`src/verilog/interrupt_status_one_pkg.sv`:
```
package interrupt_status_one_pkg;
    // Host I/O offsets
    localparam logic [2:0] OFS_DATA = 3'h0;
    localparam logic [2:0] OFS_STATUS_ONE = 3'h1;
    localparam logic [2:0] OFS_ADDR_MODE = 3'h4;
    localparam logic [2:0] OFS_AUX = 3'h5;
    // Flag byte and config B bit positions
    localparam int BIT_CPT = 7;
    localparam int BIT_APT = 6;
    localparam int BIT_PT_ON = 0;
    // Write field positions
    localparam int AUX_CODE_HI = 7;
    localparam int AUX_CODE_LO = 5;
    localparam int CFG_B_HI = 4;
    localparam int MODE_HI = 1;
    localparam int EVT_HI = 5;
    // Auxiliary command and address mode encoding
    localparam logic [2:0] AUX_CTRL_CFG_B = 3'h5;
    localparam logic [7:0] AUX_CMD_VALID = 8'h0F;
    localparam logic [7:0] AUX_CMD_NONVALID = 8'h07;
    localparam logic [1:0] ADDR_MODE_PASS = 2'h3;
    // Reset values
    localparam logic [7:0] RST_BYTE = 8'h00;
    localparam logic [4:0] RST_CFG_B = 5'h00;
    localparam logic [1:0] RST_MODE = 2'h0;
    localparam logic [1:0] RST_SYNC = 2'h0;
endpackage

```
`src/verilog/interrupt_status_one_flag_cell.sv`:
```
`timescale 1ns/10ps
`default_nettype none
module interrupt_status_one_flag_cell (
    // Clock and reset
    input wire logic clk,
    input wire logic rst_n,
    // Event and read control
    input wire logic i_set,
    input wire logic i_rd_busy,
    input wire logic i_rd_end,
    // Flag
    output logic o_flag
);
    logic flag_q;
    logic pend_q;

    // RULE5: hold during read
    always_ff @(posedge clk or negedge rst_n) begin
        if (!rst_n) begin
            pend_q <= 1'b0;
        end else if (i_rd_end) begin
            pend_q <= 1'b0;
        end else if (i_rd_busy && i_set) begin
            pend_q <= 1'b1;
        end
    end

    // RULE1: clear after read
    always_ff @(posedge clk or negedge rst_n) begin
        if (!rst_n) begin
            flag_q <= 1'b0;
        end else if (i_rd_end) begin
            flag_q <= pend_q | i_set;
        end else if (!i_rd_busy && (i_set || pend_q)) begin
            flag_q <= 1'b1;
        end
    end

    assign o_flag = flag_q;
endmodule
`default_nettype wire

```
`src/verilog/interrupt_status_one_top.sv`:
```
//
// Functional notes
// RULE1: Flag byte read at offset 1; reading clears set flags.
// RULE2: Write-only enable byte at offset 1, bits matching flags.
// RULE3: Enabled event raises interrupt request.
// RULE4: Flags set and clear regardless of enable bits.
// RULE5: Event during a flag read is applied after the read ends.
// RULE6: Command pass-through flag and enable sit in bit 7.
// RULE7: Pass-through flag set on undefined command or following secondaries.
// RULE8: Latch set on accepted undefined universal or addressed command.
// RULE9: Latch cleared on reset, feature off, defined command or address.
// RULE10: Pass-through feature on only while config B bit 0 set.
// RULE11: Commands not decoded here count as undefined.
// RULE12: Addressed command ignored when neither talker nor listener.
// RULE13: Passed command stalls handshake until valid command 0F written.
// RULE14: Feature off: undefined commands ignored, handshake completes.
// RULE15: Address pass-through flag on secondary in TPAS or LPAS, mode 3.
// RULE16: Host checks address flag and reads the secondary address.
// RULE17: Address flag pending holds DAC until valid or non-valid.
// RULE18: Request is OR of flag AND enable; all clear on reset.
// RULE19: Read data captured before flags clear.
//
`timescale 1ns/10ps
`default_nettype none
module interrupt_status_one_top
    import interrupt_status_one_pkg::*;
#(
    parameter int N_FLAGS = 8
) (
    // Clock and reset
    input wire logic I_CORE_CLK,
    input wire logic I_NRST,
    // Host I/O bus
    input wire logic [2:0] I_ADDR,
    input wire logic I_RD,
    input wire logic I_WR,
    input wire logic [7:0] I_WDATA,
    output logic [7:0] O_RDATA,
    output logic O_IRQ,
    // Bus acceptor state and command decode
    input wire logic I_ACDS,
    input wire logic [7:0] I_CMD_BYTE,
    input wire logic I_UCG,
    input wire logic I_ACG,
    input wire logic I_SCG,
    input wire logic I_TAG,
    input wire logic I_LAG,
    input wire logic I_CMD_DECODED,
    input wire logic I_TADS,
    input wire logic I_LADS,
    input wire logic I_TPAS,
    input wire logic I_LPAS,
    // Other flag events, bits 5 to 0
    input wire logic [5:0] I_EVENTS,
    // Handshake holdoff
    output logic O_DAC_HOLD
);
    import interrupt_status_one_pkg::*;

    // ****************************************
    // Reset release
    // ****************************************
    logic [1:0] rst_sync_q;
    logic rst_n;

    always_ff @(posedge I_CORE_CLK or negedge I_NRST) begin
        if (!I_NRST) begin
            rst_sync_q <= RST_SYNC;
        end else begin
            rst_sync_q <= {rst_sync_q[0], 1'b1};
        end
    end

    assign rst_n = rst_sync_q[1];

    // ****************************************
    // Host access strobes
    // ****************************************
    logic rd_status;
    logic rd_status_q;
    logic rd_start;
    logic rd_end;
    logic wr_q;
    logic wr_take;

    assign rd_status = I_RD && (I_ADDR == OFS_STATUS_ONE);
    assign rd_start = rd_status && !rd_status_q;
    assign rd_end = rd_status_q && !rd_status;
    assign wr_take = I_WR && !wr_q;

    always_ff @(posedge I_CORE_CLK or negedge rst_n) begin
        if (!rst_n) begin
            rd_status_q <= 1'b0;
        end else begin
            rd_status_q <= rd_status;
        end
    end

    always_ff @(posedge I_CORE_CLK or negedge rst_n) begin
        if (!rst_n) begin
            wr_q <= 1'b0;
        end else begin
            wr_q <= I_WR;
        end
    end

    // ****************************************
    // Host write decode
    // ****************************************
    logic wr_mask;
    logic wr_mode;
    logic wr_aux;
    logic wr_cfg_b;

    // RULE2: mask write decode
    always_comb begin
        wr_mask = 1'b0;
        wr_mode = 1'b0;
        wr_aux = 1'b0;
        if (!wr_take) begin
            wr_mask = 1'b0;
        end else if (I_ADDR == OFS_STATUS_ONE) begin
            wr_mask = 1'b1;
        end else if (I_ADDR == OFS_ADDR_MODE) begin
            wr_mode = 1'b1;
        end else if (I_ADDR == OFS_AUX) begin
            wr_aux = 1'b1;
        end
    end

    assign wr_cfg_b = wr_aux &&
                      (I_WDATA[AUX_CODE_HI:AUX_CODE_LO] == AUX_CTRL_CFG_B);

    // ****************************************
    // Writable registers
    // ****************************************
    logic [7:0] interrupt_mask_one_q;
    logic [4:0] aux_config_b_q;
    logic [1:0] addr_mode_q;
    logic passthrough_feature_on;
    logic aux_valid_wr;
    logic aux_nonvalid_wr;

    // RULE2: enable byte write
    always_ff @(posedge I_CORE_CLK or negedge rst_n) begin
        if (!rst_n) begin
            interrupt_mask_one_q <= RST_BYTE;
        end else if (wr_mask) begin
            interrupt_mask_one_q <= I_WDATA;
        end
    end

    always_ff @(posedge I_CORE_CLK or negedge rst_n) begin
        if (!rst_n) begin
            aux_config_b_q <= RST_CFG_B;
        end else if (wr_cfg_b) begin
            aux_config_b_q <= I_WDATA[CFG_B_HI:0];
        end
    end

    always_ff @(posedge I_CORE_CLK or negedge rst_n) begin
        if (!rst_n) begin
            addr_mode_q <= RST_MODE;
        end else if (wr_mode) begin
            addr_mode_q <= I_WDATA[MODE_HI:0];
        end
    end

    // RULE10: feature from config B bit 0
    assign passthrough_feature_on = aux_config_b_q[BIT_PT_ON];

    assign aux_valid_wr = wr_aux && (I_WDATA == AUX_CMD_VALID);
    assign aux_nonvalid_wr = wr_aux && (I_WDATA == AUX_CMD_NONVALID);

    // ****************************************
    // Command acceptance
    // ****************************************
    logic acds_q;
    logic accept;
    logic cmd_undefined;
    logic cmd_addressed_ok;
    logic cmd_passable;
    logic undefined_command_latch_q;
    logic cpt_set;
    logic apt_set;

    always_ff @(posedge I_CORE_CLK or negedge rst_n) begin
        if (!rst_n) begin
            acds_q <= 1'b0;
        end else begin
            acds_q <= I_ACDS;
        end
    end

    assign accept = I_ACDS && !acds_q;

    // RULE11: not decoded means undefined
    assign cmd_undefined = !I_CMD_DECODED;

    // RULE12: addressed needs talker or listener
    assign cmd_addressed_ok = I_ACG && (I_TADS || I_LADS);

    assign cmd_passable = (I_UCG || cmd_addressed_ok) && cmd_undefined;

    // RULE8: latch set on undefined
    // RULE9: latch clear conditions
    always_ff @(posedge I_CORE_CLK or negedge rst_n) begin
        if (!rst_n) begin
            undefined_command_latch_q <= 1'b0;
        end else if (!passthrough_feature_on) begin
            undefined_command_latch_q <= 1'b0;
        end else if (accept && cmd_passable) begin
            undefined_command_latch_q <= 1'b1;
        end else if (accept && (((I_UCG || I_ACG) && !cmd_undefined) || I_TAG || I_LAG)) begin
            undefined_command_latch_q <= 1'b0;
        end
    end

    // RULE7: command pass-through set
    // RULE14: no command passed while feature off
    assign cpt_set = accept && passthrough_feature_on &&
                     (cmd_passable || (undefined_command_latch_q && I_SCG));

    // RULE15: address pass-through set
    assign apt_set = accept && (addr_mode_q == ADDR_MODE_PASS) &&
                     (I_TPAS || I_LPAS) && I_SCG;

    // ****************************************
    // Pass-through byte and holdoff
    // ****************************************
    logic [7:0] passthrough_byte_reg_q;
    logic cpt_hold_q;
    logic apt_hold_q;
    logic dac_hold_q;

    // RULE16: secondary address kept for host
    always_ff @(posedge I_CORE_CLK or negedge rst_n) begin
        if (!rst_n) begin
            passthrough_byte_reg_q <= RST_BYTE;
        end else if (cpt_set || apt_set) begin
            passthrough_byte_reg_q <= I_CMD_BYTE;
        end
    end

    // RULE13: stall until valid command
    always_ff @(posedge I_CORE_CLK or negedge rst_n) begin
        if (!rst_n) begin
            cpt_hold_q <= 1'b0;
        end else if (cpt_set) begin
            cpt_hold_q <= 1'b1;
        end else if (aux_valid_wr) begin
            cpt_hold_q <= 1'b0;
        end
    end

    // RULE17: hold until valid or non-valid
    always_ff @(posedge I_CORE_CLK or negedge rst_n) begin
        if (!rst_n) begin
            apt_hold_q <= 1'b0;
        end else if (apt_set) begin
            apt_hold_q <= 1'b1;
        end else if (aux_valid_wr || aux_nonvalid_wr) begin
            apt_hold_q <= 1'b0;
        end
    end

    always_ff @(posedge I_CORE_CLK or negedge rst_n) begin
        if (!rst_n) begin
            dac_hold_q <= 1'b0;
        end else begin
            dac_hold_q <= cpt_hold_q || apt_hold_q || cpt_set || apt_set;
        end
    end

    assign O_DAC_HOLD = dac_hold_q;

    // ****************************************
    // Event flags
    // ****************************************
    logic [N_FLAGS-1:0] flag_set;
    logic [N_FLAGS-1:0] interrupt_status_one;

    // RULE6: pass-through flag in bit 7
    always_comb begin
        flag_set = '0;
        flag_set[EVT_HI:0] = I_EVENTS;
        flag_set[BIT_APT] = apt_set;
        flag_set[BIT_CPT] = cpt_set;
    end

    // RULE4: flags independent of enables
    for (genvar g = 0; g < N_FLAGS; g++) begin : g_flag
        interrupt_status_one_flag_cell u_cell (
            .clk(I_CORE_CLK),
            .rst_n(rst_n),
            .i_set(flag_set[g]),
            .i_rd_busy(rd_status),
            .i_rd_end(rd_end),
            .o_flag(interrupt_status_one[g])
        );
    end

    // ****************************************
    // Read data
    // ****************************************
    logic [7:0] rdata_q;

    // RULE19: capture before clear
    always_ff @(posedge I_CORE_CLK or negedge rst_n) begin
        if (!rst_n) begin
            rdata_q <= RST_BYTE;
        end else if (rd_start) begin
            rdata_q <= interrupt_status_one;
        end else if (I_RD && !rd_status) begin
            if (I_ADDR == OFS_AUX) begin
                rdata_q <= passthrough_byte_reg_q;
            end else begin
                rdata_q <= RST_BYTE;
            end
        end
    end

    assign O_RDATA = rdata_q;

    // ****************************************
    // Interrupt request
    // ****************************************
    logic irq_q;

    // RULE3: enabled event requests
    // RULE18: OR of flag AND enable
    always_ff @(posedge I_CORE_CLK or negedge rst_n) begin
        if (!rst_n) begin
            irq_q <= 1'b0;
        end else begin
            irq_q <= |(interrupt_status_one & interrupt_mask_one_q);
        end
    end

    assign O_IRQ = irq_q;
endmodule
`default_nettype wire
```
`config.mk`:
```
export PLATFORM = sky130hd
export DESIGN_NAME = interrupt_status_one_top
export DESIGN_NICKNAME = d
export VERILOG_FILES = /design/src/verilog/interrupt_status_one_pkg.sv /design/src/verilog/interrupt_status_one_flag_cell.sv /design/src/verilog/interrupt_status_one_top.sv
export SDC_FILE = /design/constraint.sdc
export NUM_CORES = 1
export LEC_CHECK = 0
export BUFFER_PORTS_ARGS = -buffer_cell sky130_fd_sc_hd__buf_2
export CELL_PAD_IN_SITES_DETAIL_PLACEMENT = 1
export CELL_PAD_IN_SITES_GLOBAL_PLACEMENT = 1
export CORE_ASPECT_RATIO = 0.9
export CORE_MARGIN = 3
export CORE_UTILIZATION = 45
export DETAILED_ROUTE_END_ITERATION = 16
export MAX_ROUTING_LAYER = met4
export PLACE_DENSITY_LB_ADDON = 0.25
export SYNTH_ARGS = -nofsm -noshare
export SYNTH_HDL_FRONTEND = slang
export SYNTH_SLANG_ARGS = --single-unit
```
`constraint.sdc`:
```
create_clock -name I_CORE_CLK -period 4.75 [get_ports I_CORE_CLK]
set_input_delay 0.7125 -clock I_CORE_CLK [delete_from_list [all_inputs] [get_ports I_CORE_CLK]]
set_output_delay 0.7125 -clock I_CORE_CLK [all_outputs]
set_load 0.005 [all_outputs]
```
==> metrics, run 1 <==
highest ir drop seen on vdd=0.192 mV; Die Width=79.4 µm; initial standard-cell utilization of the core=47.7%; fraction of the yosys area taken by sequential cells=60.8%; most used routing layer=met2; clock slew at the register clock pins of the worst setup and hold paths=90 ps; Primary FF master, synth=sky130_fd_sc_hd__dfrtp_1; Die Y=72.0 µm; number of buffers inserted by hold repair at cts=0; outcome=finished clean; dominant combinational cell family by area after synthesis=compound AO/OA/AOI/OAI gates; Synth Net Count=217; total of cells resized after clock tree synthesis=0; Top Ports=50; time the worst path needs with I/O delays and setup=2020 ps; met1 track demand over resource in global routing=25.9%; achievable frequency=0.496 GHz; final cell count without fillers=292; synth unique cells=37; maximum number of pins on one net before global-route repair=52; global routing met2 resource utilization=36.7%; xor/xnor cell area share of the yosys netlist=0%; EDFF count, synth=0; area of the core=4580 µm²; category of the worst setup path capture point=register; number of violations of the max-capacitance limit=0; Placement Setup Slack=2440 ps; number of hold violations in the final report=0; growth of design area from synthesis to finish=18.2%; Die ar.=5720 µm²; clock sink count=53; Avg Cell Area, Syn=12.3 µm²; post-synthesis compound-gate area fraction=15.2%; register-to-register setup slack=3030 ps; sum of routed wire length over all layers=5.46 mm; Post-Route Utilization=56.3%; # placed instances=285; clock latency at the later pin of the worst-skew pair=310 ps; share of final-layout standard cells stronger than drive strength 1=33.5%; length of the first detailed-routing pass in iterations=4; post-route DRC violation count=0; FF+latch count, synth=53; Core Rows=23; CTS root buffer=sky130_fd_sc_hd__clkbuf_8; worst min-delay path class=in2async; final global-route overflow total=0; critical register-to-register path startpoint=acds_q; total inserted antenna cells=0; fraction of the mapped netlist area in adder cells=0%; half-perimeter wire length of the detailed placement result=4.19 mm; worst path setup slack after routing=2730 ps; post-CTS setup repair buffer count=0; Yosys warnings=0; antenna violation net count after detailed routing=0; met3 usage in global routing=4.47%; H-tree levels=2; largest clock skew in the final design=7.13 ps; Final period util=42.4%; NumNets Final=270; Setup Total Neg Slack=0 ps; remaining max-slew budget at the tightest pin=28.0%; ys async rst share=100%; required time of the critical path=5000 ps; Setup CP Type=in2reg; global-route wire length before repair=9.16 mm; antenna violations before repair=0; detailed-route vias per instance=5.68; clock tree from TritonCTS=done; LEAKAGE=1.27 nW; count of final max-slew check failures=0; number of buffers inserted by port buffering=49; DRC violation total after the first TritonRoute iteration=53; worst endpoint data arrival time=2270 ps; via count of the first global-routing pass=1840; synthesized-area fraction occupied by and/or/nand/nor cells=12.9%; mapped cell area=2180 µm²; worst r2r path cells=4; share of cell area taken by muxes after synthesis=9.81%; startpoint types=input port; unrepaired setup endpoints after global routing=false; Pwr per Cell Area=381 nW/µm²; total track usage=21.6%; commonest non-fill, non-tap cell in the layout=sky130_fd_sc_hd__dfrtp_1; final routed wire length divided by cell count=18.7 µm; worst hold slack=172 ps; commonest non-fill, non-tap cells in the layout=sky130_fd_sc_hd__dfrtp_1, sky130_fd_sc_hd__buf_2, sky130_fd_sc_hd__nand2_1; total clock buffers created by CTS=5; Final setup viols=0; routed vias=1660; maximum fanout along the worst path=16; Bufs on Longest Clock Path=2; # fillers=508; synthesized netlist cell count=177; Reg2Reg Capture Point=passthrough_byte_reg_q[3]; Slew @ Worst Pin=1080 ps; routability cong.=0.797
==> per-stage QoR <==
stage / cell area [µm²] / total power, mW
2_1_floorplan: 2180 / 0.664
3_3_place_gp: 2490 / 0.719
3_5_place_dp: 2490 / 0.735
4_1_cts: 2580 / 0.986
5_1_grt: 2580 / 1.03
6_report: 2580 / 0.981
==> worst max-delay path, stage by stage <==
cell,delay [ps]
sky130_fd_sc_hd__buf_2,120
sky130_fd_sc_hd__nand4bb_1,540
sky130_fd_sc_hd__nand2_1,620
sky130_fd_sc_hd__a22oi_1,170
sky130_fd_sc_hd__nand2_1,100
==> state kept, by name, indices dropped and copies added (netlist names) <==
name / count
O_RDATA: 8
addr_mode_q: 2
g_flag.u_cell.o_flag: 8
interrupt_mask_one_q: 8
wr_q: 1
O_DAC_HOLD: 1
aux_config_b_q: 1
acds_q: 1
apt_hold_q: 1
rd_status_q: 1
rst_sync_q: 2
undefined_command_latch_q: 1
g_flag.u_cell.pend_q: 8
passthrough_byte_reg_q: 8
O_IRQ: 1
cpt_hold_q: 1
==> synth_stat cells, types with 3 or more instances <==
cell	n	area share, %
sky130_fd_sc_hd__a21o_1	3	1.0
sky130_fd_sc_hd__a22o_1	8	3.2
sky130_fd_sc_hd__a22oi_1	9	3.1
sky130_fd_sc_hd__dfrtp_1	53	61
sky130_fd_sc_hd__mux2_1	5	2.6
sky130_fd_sc_hd__mux2_2	14	7.2
sky130_fd_sc_hd__nand2_1	26	4.5
sky130_fd_sc_hd__nand3_1	4	0.92
sky130_fd_sc_hd__nor2_1	3	0.52
sky130_fd_sc_hd__o21a_1	3	1.0
sky130_fd_sc_hd__o21ai_0	13	3.0
sky130_fd_sc_hd__o21ai_1	3	0.69
sky130_fd_sc_hd__o221ai_1	4	1.6
==> where the power goes <==
part | switching, mW | leakage, nW | total, mW | internal [mW]
logic | 0.0593 | 0.568 | 0.140 | 0.0805
registers | 0.0575 | 0.653 | 0.587 | 0.529
clock network | 0.139 | 0.0443 | 0.255 | 0.116
total | 0.256 | 1.27 | 0.981 | 0.726
==> cell families (layout without fill, tap and decap cells) <==
group | Yosys count | in the layout
DFF | 53 | 53
AOI/OAI and AO/OA | 47 | 47
buffers and inverters | 6 | 59
muxes | 19 | 19
other | 1 | 1
and+or+nand+nor | 51 | 51
==> routing by layer <==
layer  part of all wire [%]  wire, µm
met5                      0         0
met4                    1.7        93
met3                    4.0       220
met2                     52      2820
met1                     43      2330
==> area by class of cell <==
type	instances	area [µm²]	share of cell area [%]
multi-input cells	118	830	32.2
inverters	3	11.3	0.437
well taps	62	77.6	3.01
repair buffers	49	245	9.51
clock buffers	7	86.3	3.35
flip-flops and latches	53	1330	51.5
==> worst max-delay path by stage <==
| stage | to | startpoint | slack (ps) |
|---|---|---|---|
| 2_1_floorplan | passthrough_byte_reg_q[0] | I_CMD_DECODED | 3030 |
| 3_3_place_gp | O_RDATA[7] | I_ADDR[1] | 2580 |
| 3_5_place_dp | O_RDATA[1] | I_ADDR[1] | 2440 |
| 4_1_cts | g_flag[7].u_cell.o_flag | I_ADDR[1] | 2720 |
| 5_1_grt | O_RDATA[1] | I_ADDR[1] | 2590 |
| 6_report | g_flag[7].u_cell.o_flag | I_ADDR[1] | 2730 |
No activity file was read; power rests on OpenSTA's default activity.
==> inputs of run 2 (changes only) <==
ABC_AREA = 1   (was not set)
CORE_UTILIZATION = 36   (was 45)
clock period = 1.6 ns   (was 4.75 ns; I/O delays follow)
==> metrics, run 2 <==
Final period util=73.3%; via count of the first global-routing pass=2078; final routed wire length divided by cell count=13.3 µm; category of the worst setup path capture point=register; Int Power=2.19 mW; number of buffers inserted by port buffering=49; fraction of the yosys area taken by sequential cells=54.9%; Comb power frac=14.6%; critical register-to-register path startpoint=acds_q; top cells by area, synth=sky130_fd_sc_hd__dfrtp_1, sky130_fd_sc_hd__nand2_1, sky130_fd_sc_hd__inv_1; start point of the critical path=acds_q; Top Ports=50; Reg2Reg Capture Point=g_flag[7].u_cell.o_flag; Synth Net Count=333; Setup Total Neg Slack=0 ps; standard cell area after detailed placement=2770 µm²; unrepaired setup endpoints after global routing=false; count of final max-slew check failures=0; growth of design area from synthesis to finish=19.8%; commonest non-fill, non-tap cell in the layout=sky130_fd_sc_hd__nand2_1; Setup CP Type=reg2reg; Yosys warnings=0; area of the core=6320 µm²; biggest area consumer among synthesized cells=sky130_fd_sc_hd__dfrtp_1; synthesized netlist cell count=293; global-route wire length before repair=10.1 mm; achievable frequency=0.853 GHz; clock slew at the register clock pins of the worst setup and hold paths=100 ps; worst min-delay path class=in2reg; half-perimeter wire length of the detailed placement result=4.50 mm; number of violations of the max-capacitance limit=0; routed vias=2024; NumNets Final=388; ys async rst share=100%; final non-filler cell area=2900 µm²; maximum number of pins on one net before global-route repair=52; time the worst path needs with I/O delays and setup=1170 ps; length of the first detailed-routing pass in iterations=6; clock sink count=53; switching share of total power=27.1%; Avg Cell Area, Syn=8.25 µm²; sum of routed wire length over all layers=5.78 mm; number of hold violations in the final report=0; Pwr per Cell Area=1040 nW/µm²; number of buffers inserted by hold repair at cts=1; register-to-register setup slack=430 ps; Primary FF master, synth=sky130_fd_sc_hd__dfrtp_1; worst endpoint data arrival time=1430 ps; Commonest cells post-synth=sky130_fd_sc_hd__nand2_1, sky130_fd_sc_hd__dfrtp_1, sky130_fd_sc_hd__inv_1; antenna violation net count after detailed routing=0; share of total power in the clock network=31.0%; hold endpoint=wr_q; synth unique cells=25; xor/xnor cell area share of the yosys netlist=0%; highest ir drop seen on vdd=0.570 mV; post-synthesis compound-gate area fraction=8.44%; total track usage=16.8%; required time of the critical path=1860 ps; LEAKAGE=1.61 nW; total inserted antenna cells=0; Worst Hold Launch=I_WR; register share of total power=54.5%; clock tree from TritonCTS=done; fraction of the mapped netlist area in adder cells=0%; dominant combinational cell family by area after synthesis=simple AND/OR/NAND/NOR gates; total of cells resized after clock tree synthesis=0; post-route DRC violation count=0; Die ar.=7740 µm²; area fraction of the dominant cell type after synthesis=54.9%; share of final-layout standard cells stronger than drive strength 1=23.2%; mapped cell area=2420 µm²; top-count cell post-synth=sky130_fd_sc_hd__nand2_1; synthesized-area fraction occupied by and/or/nand/nor cells=29.0%; switching power summed over all nets=0.815 mW; routability cong.=0.783; FF+latch count, synth=53; commonest non-fill, non-tap cells in the layout=sky130_fd_sc_hd__nand2_1, sky130_fd_sc_hd__dfrtp_1, sky130_fd_sc_hd__buf_2; maximum fanout along the worst path=11; DRC violation total after the first TritonRoute iteration=76; Die Y=83.7 µm; share of cell area taken by muxes after synthesis=0%; startpoint types=register; H-tree levels=2; Hold Path Stages=1; final global-route overflow total=0; worst r2r path cells=8; EDFF count, synth=0; detailed-route vias per instance=4.64; initial standard-cell utilization of the core=38.3%; CTS root buffer=sky130_fd_sc_hd__clkbuf_8; largest clock skew in the final design=13.0 ps; Die Width=92.4 µm; outcome=finished clean; Core Rows=27; total clock buffers created by CTS=5; Final setup viols=0; Bufs on Longest Clock Path=2; clock latency at the later pin of the worst-skew pair=320 ps; post-CTS setup repair buffer count=0; antenna violations before repair=0
==> run 2: changes by cell type in the layout (fill, tap and decap cells not counted), sizes merged, moves of 4 or more <==
cell	before	now
mux2	19	0
a22oi	9	0
nand3	5	13
a22o	8	4
nand4	1	9
o221ai	4	0
a21oi	1	6
buf	49	54
inv	3	36
o21ai	16	27
nor2	4	28
nand2	26	105
==> run 2: cell type report <==
type / count / area [µm²]
clock buffer: 5 / 68.8
multi-input combinational: 198 / 910
tap: 87 / 109
inverter: 35 / 131
sequential: 53 / 1330
fill: 798 / 3420
clock inverter: 3 / 43.8
timing repair buffer: 55 / 305
==> run 2: kinds of logic after synthesis <==
logic type | Yosys count
AOI/OAI and AO/OA | 37
other | 1
and+or+nand+nor | 160
buffers and inverters | 42
DFF | 53
==> run 2: routing by layer <==
metal	global-route usage, %	routed length, µm
met5	-	0
met4	4.86	42
met3	3.07	218
met2	25.1	2690
met1	23.4	2830
==> run 2: stage by stage <==
stage	worst slack, ps	util (%)	std cells	hold WS [ps]	power [mW]
floorplan	15.4	-	293	-55.6	1.91
global placement	367	43.9	427	25.1	2.08
detailed placement	301	43.9	427	27.3	2.11
CTS	427	45.8	436	29.8	3.03
global route	301	45.8	436	20.2	3.20
finish	427	45.8	436	34.3	3.00
==> run 2: critical path: stages, from the launching register on <==
cell                      delay [ps]
sky130_fd_sc_hd__dfrtp_1         370
sky130_fd_sc_hd__inv_1            50
sky130_fd_sc_hd__nand2_1          70
sky130_fd_sc_hd__nor2_1          100
sky130_fd_sc_hd__nand3_1          90
sky130_fd_sc_hd__buf_4           180
sky130_fd_sc_hd__nand3_1         110
sky130_fd_sc_hd__nand2_1          80
sky130_fd_sc_hd__nand2_1          70
==> run 2: worst max path at each step <==
stage	to	slack (ps)	cells after the start
after floorplan	O_DAC_HOLD	20	0
after global placement	O_RDATA[6]	370	7
after detailed placement	g_flag[0].u_cell.o_flag	300	7
after CTS	g_flag[7].u_cell.o_flag	430	8
after global routing	g_flag[7].u_cell.o_flag	300	8
final	g_flag[7].u_cell.o_flag	430	8
==> run 2: power groups by stage <==
stage	combinational, mW	sequential [mW]	clock (mW)
after floorplan	0.268	1.64	0
after global placement	0.425	1.66	0
after detailed placement	0.444	1.66	0
after CTS	0.448	1.64	0.950
after global routing	0.517	1.66	1.02
final	0.437	1.64	0.931
